--- src/hv_startup_pkg.sv ---
// Constants and carrier types for the high-voltage start-up interlock.
package hv_startup_pkg;

  localparam int clk_hz = 20_000_000;
  localparam int delay_w = 32;
  localparam int default_delay_ms = 15000;
  localparam logic [delay_w-1:0] default_delay_cycles = delay_w'(64'(default_delay_ms) * 64'(clk_hz) / 64'd1000);
  localparam logic [delay_w-1:0] delay_count_reset = 32'h0000_0000;
  localparam int switch_count = 8;
  localparam logic [2:0] default_insulation_switch = 3'h1;

  typedef enum logic [1:0] {
    resp_raw = 2'b00,
    resp_filtered = 2'b01,
    resp_ignore = 2'b10
  } response_mode_t;

  typedef struct packed {
    logic interlock_loop_state;
    logic min_cell_voltage_fault;
    logic ignition_on;
  } pack_inputs_t;

  typedef struct packed {
    logic insulation_raw_level;
    logic insulation_qualified_level;
    logic insulation_fault_latch;
    logic pack_ready;
    logic precharge_permit;
    logic contactor_permit;
  } pack_status_t;

endpackage

--- src/startup_delay_timer.sv ---
// Startup delay counter that reports when the qualifying delay has elapsed.
`timescale 1ns/1ps
`default_nettype none
module startup_delay_timer
  import hv_startup_pkg::*;
(
  input wire logic clk,
  input wire logic rst_n,
  input wire logic [hv_startup_pkg::delay_w-1:0] delay_cycles,
  output logic expired
);
  logic [delay_w-1:0] count_reg;
  logic expired_reg;

  always_ff @(posedge clk or negedge rst_n) begin
    if (!rst_n) begin
      count_reg <= delay_count_reset;
      expired_reg <= 1'b0;
    end else if (!expired_reg) begin
      if (count_reg >= delay_cycles) begin
        expired_reg <= 1'b1;
      end else begin
        count_reg <= count_reg + 1'b1;
      end
    end
  end

  assign expired = expired_reg;

  delay_latched_a: assert property (@(posedge clk) disable iff (!rst_n)
    expired_reg |=> expired_reg) else $error("Expired flag dropped.");
endmodule // startup_delay_timer
`default_nettype wire

--- src/hv_startup_interlock.sv ---
// Start-up qualification of the high-voltage pack from insulation, interlock and cell inputs.
`timescale 1ns/1ps
`default_nettype none
module hv_startup_interlock
  import hv_startup_pkg::*;
(
  input wire logic clk,
  input wire logic rst_n,
  input wire logic [hv_startup_pkg::switch_count-1:0] digital_switch_inputs,
  input wire logic [2:0] insulation_switch_select,
  input wire logic [hv_startup_pkg::delay_w-1:0] insulation_startup_delay,
  input wire hv_startup_pkg::response_mode_t insulation_response_select,
  input wire logic insulation_latch_clear,
  input wire hv_startup_pkg::pack_inputs_t pack_inputs,
  output hv_startup_pkg::pack_status_t pack_status
);
  import hv_startup_pkg::*;

  ////////////////////////////////////////////////////////////////////////////
  // Reset synchroniser.
  logic rst_meta_reg;
  logic rst_sync_reg;

  always_ff @(posedge clk or negedge rst_n) begin
    if (!rst_n) begin
      rst_meta_reg <= 1'b0;
      rst_sync_reg <= 1'b0;
    end else begin
      rst_meta_reg <= 1'b1;
      rst_sync_reg <= rst_meta_reg;
    end
  end

  ////////////////////////////////////////////////////////////////////////////
  // Insulation input selection and qualification.
  logic raw_level;
  logic timer_expired;
  logic raw_reg;
  logic qualified_reg;
  logic latch_reg;
  logic selected_fault;
  logic ready_reg;
  logic contactor_reg;

  assign raw_level = digital_switch_inputs[insulation_switch_select];

  startup_delay_timer u_timer (
    .clk(clk),
    .rst_n(rst_sync_reg),
    .delay_cycles(insulation_startup_delay),
    .expired(timer_expired)
  );

  always_ff @(posedge clk or negedge rst_sync_reg) begin
    if (!rst_sync_reg) begin
      raw_reg <= 1'b0;
    end else begin
      raw_reg <= raw_level;
    end
  end

  always_ff @(posedge clk or negedge rst_sync_reg) begin
    if (!rst_sync_reg) begin
      qualified_reg <= 1'b0;
    end else if (timer_expired) begin
      qualified_reg <= raw_level;
    end
  end

  // Set wins over clear so a fault in the clear cycle is kept.
  always_ff @(posedge clk or negedge rst_sync_reg) begin
    if (!rst_sync_reg) begin
      latch_reg <= 1'b0;
    end else if (selected_fault) begin
      latch_reg <= 1'b1;
    end else if (insulation_latch_clear) begin
      latch_reg <= 1'b0;
    end
  end

  ////////////////////////////////////////////////////////////////////////////
  // Pack ready and contactor permit.
  always_comb begin
    unique case (insulation_response_select)
      resp_raw: selected_fault = raw_level;
      resp_filtered: selected_fault = timer_expired && raw_level;
      resp_ignore: selected_fault = 1'b0;
      default: selected_fault = raw_level;
    endcase
  end

  always_ff @(posedge clk or negedge rst_sync_reg) begin
    if (!rst_sync_reg) begin
      ready_reg <= 1'b0;
    end else begin
      ready_reg <= pack_inputs.interlock_loop_state
        && !pack_inputs.min_cell_voltage_fault
        && !selected_fault;
    end
  end

  always_ff @(posedge clk or negedge rst_sync_reg) begin
    if (!rst_sync_reg) begin
      contactor_reg <= 1'b0;
    end else begin
      contactor_reg <= ready_reg && pack_inputs.ignition_on;
    end
  end

  always_comb begin
    pack_status.insulation_raw_level = raw_reg;
    pack_status.insulation_qualified_level = qualified_reg;
    pack_status.insulation_fault_latch = latch_reg;
    pack_status.pack_ready = ready_reg;
    pack_status.precharge_permit = ready_reg;
    pack_status.contactor_permit = contactor_reg;
  end

  ////////////////////////////////////////////////////////////////////////////
  // Checks.
  qual_hold_a: assert property (@(posedge clk) disable iff (!rst_sync_reg)
    !timer_expired |=> $stable(qualified_reg)) else $error("Qualified level moved early.");
  raw_follow_a: assert property (@(posedge clk) disable iff (!rst_sync_reg)
    1'b1 |=> raw_reg == $past(raw_level)) else $error("Raw level wrong.");
  latch_sticky_a: assert property (@(posedge clk) disable iff (!rst_sync_reg)
    latch_reg && !insulation_latch_clear |=> latch_reg) else $error("Latch lost.");
  latch_set_a: assert property (@(posedge clk) disable iff (!rst_sync_reg)
    selected_fault |=> latch_reg) else $error("Fault not latched.");
  precharge_block_a: assert property (@(posedge clk) disable iff (!rst_sync_reg)
    !ready_reg |-> !pack_status.precharge_permit) else $error("Pre-charge allowed.");
  loop_open_a: assert property (@(posedge clk) disable iff (!rst_sync_reg)
    !pack_inputs.interlock_loop_state |=> !ready_reg) else $error("Ready with open loop.");
  cell_fault_a: assert property (@(posedge clk) disable iff (!rst_sync_reg)
    pack_inputs.min_cell_voltage_fault |=> !ready_reg) else $error("Ready with cell fault.");
  ignore_mode_a: assert property (@(posedge clk) disable iff (!rst_sync_reg)
    insulation_response_select == resp_ignore && pack_inputs.interlock_loop_state
    && !pack_inputs.min_cell_voltage_fault |=> ready_reg) else $error("Ignore mode not ready.");
  raw_fault_a: assert property (@(posedge clk) disable iff (!rst_sync_reg)
    insulation_response_select == resp_raw && raw_level |=> !ready_reg) else $error("Raw fault ignored.");
  contactor_a: assert property (@(posedge clk) disable iff (!rst_sync_reg)
    contactor_reg |-> $past(ready_reg) && $past(pack_inputs.ignition_on)) else $error("Contactor wrong.");
endmodule // hv_startup_interlock
`default_nettype wire

--- config.mk ---
export PLATFORM = sky130hd
export DESIGN_NAME = hv_startup_interlock
export DESIGN_NICKNAME = d
export VERILOG_FILES = /design/src/hv_startup_pkg.sv /design/src/startup_delay_timer.sv /design/src/hv_startup_interlock.sv
export SDC_FILE = /design/constraint.sdc
export NUM_CORES = 1
export LEC_CHECK = 0
export ABC_AREA = 0
export BUFFER_PORTS_ARGS = -buffer_cell sky130_fd_sc_hd__buf_2
export CAP_MARGIN = 30
export CORE_MARGIN = 2
export CORE_UTILIZATION = 55
export CTS_CLUSTER_SIZE = 10
export DETAILED_ROUTE_END_ITERATION = 16
export PLACE_DENSITY = 0.83
export SLEW_MARGIN = 10
export SYNTH_ARGS = -nofsm -noshare
export SYNTH_HDL_FRONTEND = slang
export SYNTH_SLANG_ARGS = --single-unit
export TNS_END_PERCENT = 10
--- constraint.sdc ---
create_clock -name clk -period 1.6 [get_ports clk]
set_input_delay 0.4 -clock clk [delete_from_list [all_inputs] [get_ports clk]]
set_output_delay 0.4 -clock clk [all_outputs]
set_load 0.01 [all_outputs]
==> flow_summary.json <==
{
  "run_status": "finished, violations left",
  "failed_checks": "negative setup slack",
  "hold_viol_final": 0,
  "fin_worst_setup_slack_ps": -808,
  "route.detailed.vias_per_inst": 5.30,
  "synthesis.nets": 378,
  "post_synthesis_mean_instance_area_um2": 9.76,
  "syn-instance-count": 293,
  "power.density_cell_area_mw_per_mm2": 563,
  "synth_top_family_by_area": "simple AND/OR/NAND/NOR gates",
  "drc_markers": 0,
  "leakage_nw": 1.81,
  "groute.usage.overall_pct": 26.3,
  "seq_area_frac_synth_pct": 35.0,
  "port_buffers": 56,
  "crit_path_max_incr_delay_ps": 520,
  "clk_sinks": 40,
  "drt-total-wl_um": 7330,
  "largest_register_ff_count": 32,
  "antenna_found_initial": 0,
  "yosysWarningCount": 0,
  "fp.dieW_um": 76.1,
  "fin_util_pct": 78.1,
  "rsz0062_at_grt": "yes",
  "worst-setup-path-type": "flop to flop",
  "clock-skew-final_ps": 5.86,
  "final_critical_period_ps": 2410,
  "floorplan.initialDensity_pct": 56.3,
  "drv_slew": 0,
  "core-area_mm2": 0.00507,
  "syn2layout_area_growth_pct": 38.6,
  "synth.top_cell.area_share_pct": 35.0,
  "dr_total_vias": 2560,
  "critical_path_peak_fanout": 3,
  "critPathArrivalTime_ps": 2590,
  "report.final.setup_viol": 33,
  "worst_path_max_delay_cell": "or4_4",
  "synth_edf_count": 0,
  "synth_cell_types": 45,
  "core.rowCount": 26,
  "syn_area_mm2": 0.00286,
  "r2r.worst_path.cells": 8,
  "post-route-period-util_pct": 150,
  "grt_first_pass_wirelength_um": 12100,
  "kind_of_end_point_of_the_critical_path": "flop",
  "overflow": 0,
  "synth_ff_type": "dfrtp_1",
  "netlist_top_cells_area": "dfrtp_1 (35%), ha_1 (15%), xor2_1 (8.6%)",
  "tritoncts": "yes",
  "fmaxAchievable_mhz": 415,
  "routed_wire_length_per_instance_um": 15.2,
  "h_tree_level_count": 2,
  "synth_compound_gate_area_share_pct": 6.17,
  "post-dp-hpwl_um": 5110,
  "clkLatencyLatePin_ps": 290,
  "whs_ps": 263,
  "worst_setup_hold_path_clk_slew_ps": 80,
  "drive_gt1_share_pct": 40.9,
  "clockBufferDepth": 2,
  "io_pins": 57,
  "via_count_of_the_first_global_routing_pass": 2725,
  "antenna_cells": 0,
  "clockRootBuffer": "clkbuf_8",
  "yosys_register_bits": 40,
  "fraction_of_the_mapped_netlist_area_in_adder_cells_pct": 14.9,
  "layout.nets": 497,
  "yosys.area_share.simple_pct": 23.7,
  "post_synth_xor_xnor_area_pct": 9.50,
  "die_area_mm2": 0.00579,
  "detailedRoute.firstPassIterationCount": 5,
  "crit_required_ps": 1780,
  "maximum_number_of_pins_on_one_net_before_global_route_repair": 39,
  "crit_path_cell_trace": "ha_1 > and4_1 > nand2_1 > or4_4 > a31oi_4 > buf_6 > nor3_4 > mux2_4",
  "route.antenna.remaining_nets": 0,
  "detailedRoute.firstIterationViolations": 173,
  "die-height_um": 76.1,
  "routabilityCongestion": 0.819,
  "worstHoldPathCells": 2,
  "crit_path_start_kind": "flop",
  "hold_class": "input pin to flop",
  "synth_top_area_cell": "dfrtp_1",
  "muxShareOfSynthArea_pct": 2.32,
  "numCtsBuffers": 5,
  "ir_worst_vdd_uv": 496,
  "dp_slack_ps": -981,
  "async_flop_share_pct": 100,
  "fin_total_pwr_mw": 2.23,
  "maxCapViolations": 0
}
-- layout make-up --
| class | count | area, µm² |
|---|---|---|
| clock buffers | 6 | 72.6 |
| well taps | 70 | 87.6 |
| repair buffers | 125 | 836 |
| clock inverters | 2 | 35.0 |
| flip-flops and latches | 40 | 1000 |
| multi-input cells | 202 | 1790 |
| inverters | 38 | 143 |
| fillers | 351 | 1110 |
-- placed cells by master (no fill, tap or decap), types with 5 or more instances in the layout --
cell type / Yosys / layout
buf_4: 8 / 62
buf_2: 1 / 56
dfrtp_1: 40 / 39
inv_1: 38 / 37
ha_1: 34 / 30
xor2_1: 28 / 28
nand2_1: 20 / 20
nand3_1: 16 / 16
a21oi_1: 15 / 15
nor3_1: 19 / 13
nor2_1: 10 / 10
nor4_2: 9 / 8
nand4_1: 7 / 7
nor3_2: 2 / 7
clkbuf_8: 0 / 5
-- worst max-delay path: cells and delay by family, from the launching register on --
kind / cells / cell delay (ps)
and+or+nand+nor: 4 / 850
adders and majority gates: 1 / 300
DFF: 1 / 400
AOI/OAI and AO/OA: 1 / 280
muxes: 1 / 300
buffers and inverters: 1 / 150
-- cell families after synthesis --
group	after synthesis
AOI/OAI and AO/OA	27
xor gates and xnor gates	31
adders and majority gates	34
buffers and inverters	51
DFF	40
muxes	4
other	1
and+or+nand+nor	105
-- report_power, final --
| part | internal, mW | switching (mW) | leakage, nW |
|---|---|---|---|
| registers | 1.03 | 0.00972 | 0.413 |
| logic | 0.181 | 0.181 | 1.34 |
| clock network | 0.463 | 0.365 | 0.0552 |
| total | 1.68 | 0.556 | 1.81 |
-- path summary, 6_finish.rpt --
kind / start / endpoint / slack, ps
max: u_timer.count_reg[14] / u_timer.count_reg[1] / -810
min: pack_inputs[1] / ready_reg / 260
max reg2reg: u_timer.count_reg[14] / u_timer.count_reg[1] / -810
min reg2reg: rst_sync_reg / u_timer.count_reg[0] / 300
max in group asynchronous: rst_sync_reg / u_timer.count_reg[15] / 950
min in group asynchronous: rst_sync_reg / u_timer.count_reg[0] / 300
-- metal layers --
metal | vias to the layer above | global-route usage, % | part of all wire [%]
met5 | - | 0 | 0
met4 | 0 | 12.7 | 3.1
met3 | 21 | 3.44 | 3.7
met2 | 81 | 48.9 | 54
met1 | 1206 | 29.5 | 39
li1 | 1252 | - | -
-- metrics by stage --
step,cell area [µm²],std cells,setup TNS [ps]
global placement,3650,469,-26260
finish,3960,483,-25300
global route,3960,483,-28460
detailed placement,3650,469,-29270
floorplan,2890,293,-17710
CTS,3920,482,-24150
-- cells in the mapped netlist (3+ instances only) --
cell type / count
dfrtp_1: 40
inv_1: 38
ha_1: 34
xor2_1: 28
nand2_1: 20
nor3_1: 19
nand3_1: 16
a21oi_1: 15
nor2_1: 10
nor4_2: 9
buf_4: 8
nand4_1: 7
and4_1: 4
nor4b_2: 3
o21ai_0: 3
xnor2_1: 3
-- what timing repair did --
action | CTS | global route
setup buffers | 3 | 3
gates cloned | 1 | 0
pin swaps | 8 | 5
setup endpoints to repair | 33 | 33
hold buffers | 1 | 0
hold endpoints to repair | 2 | 0
gates resized for setup | 20 | 8
Note: power is estimated with default switching activity, not from simulation.
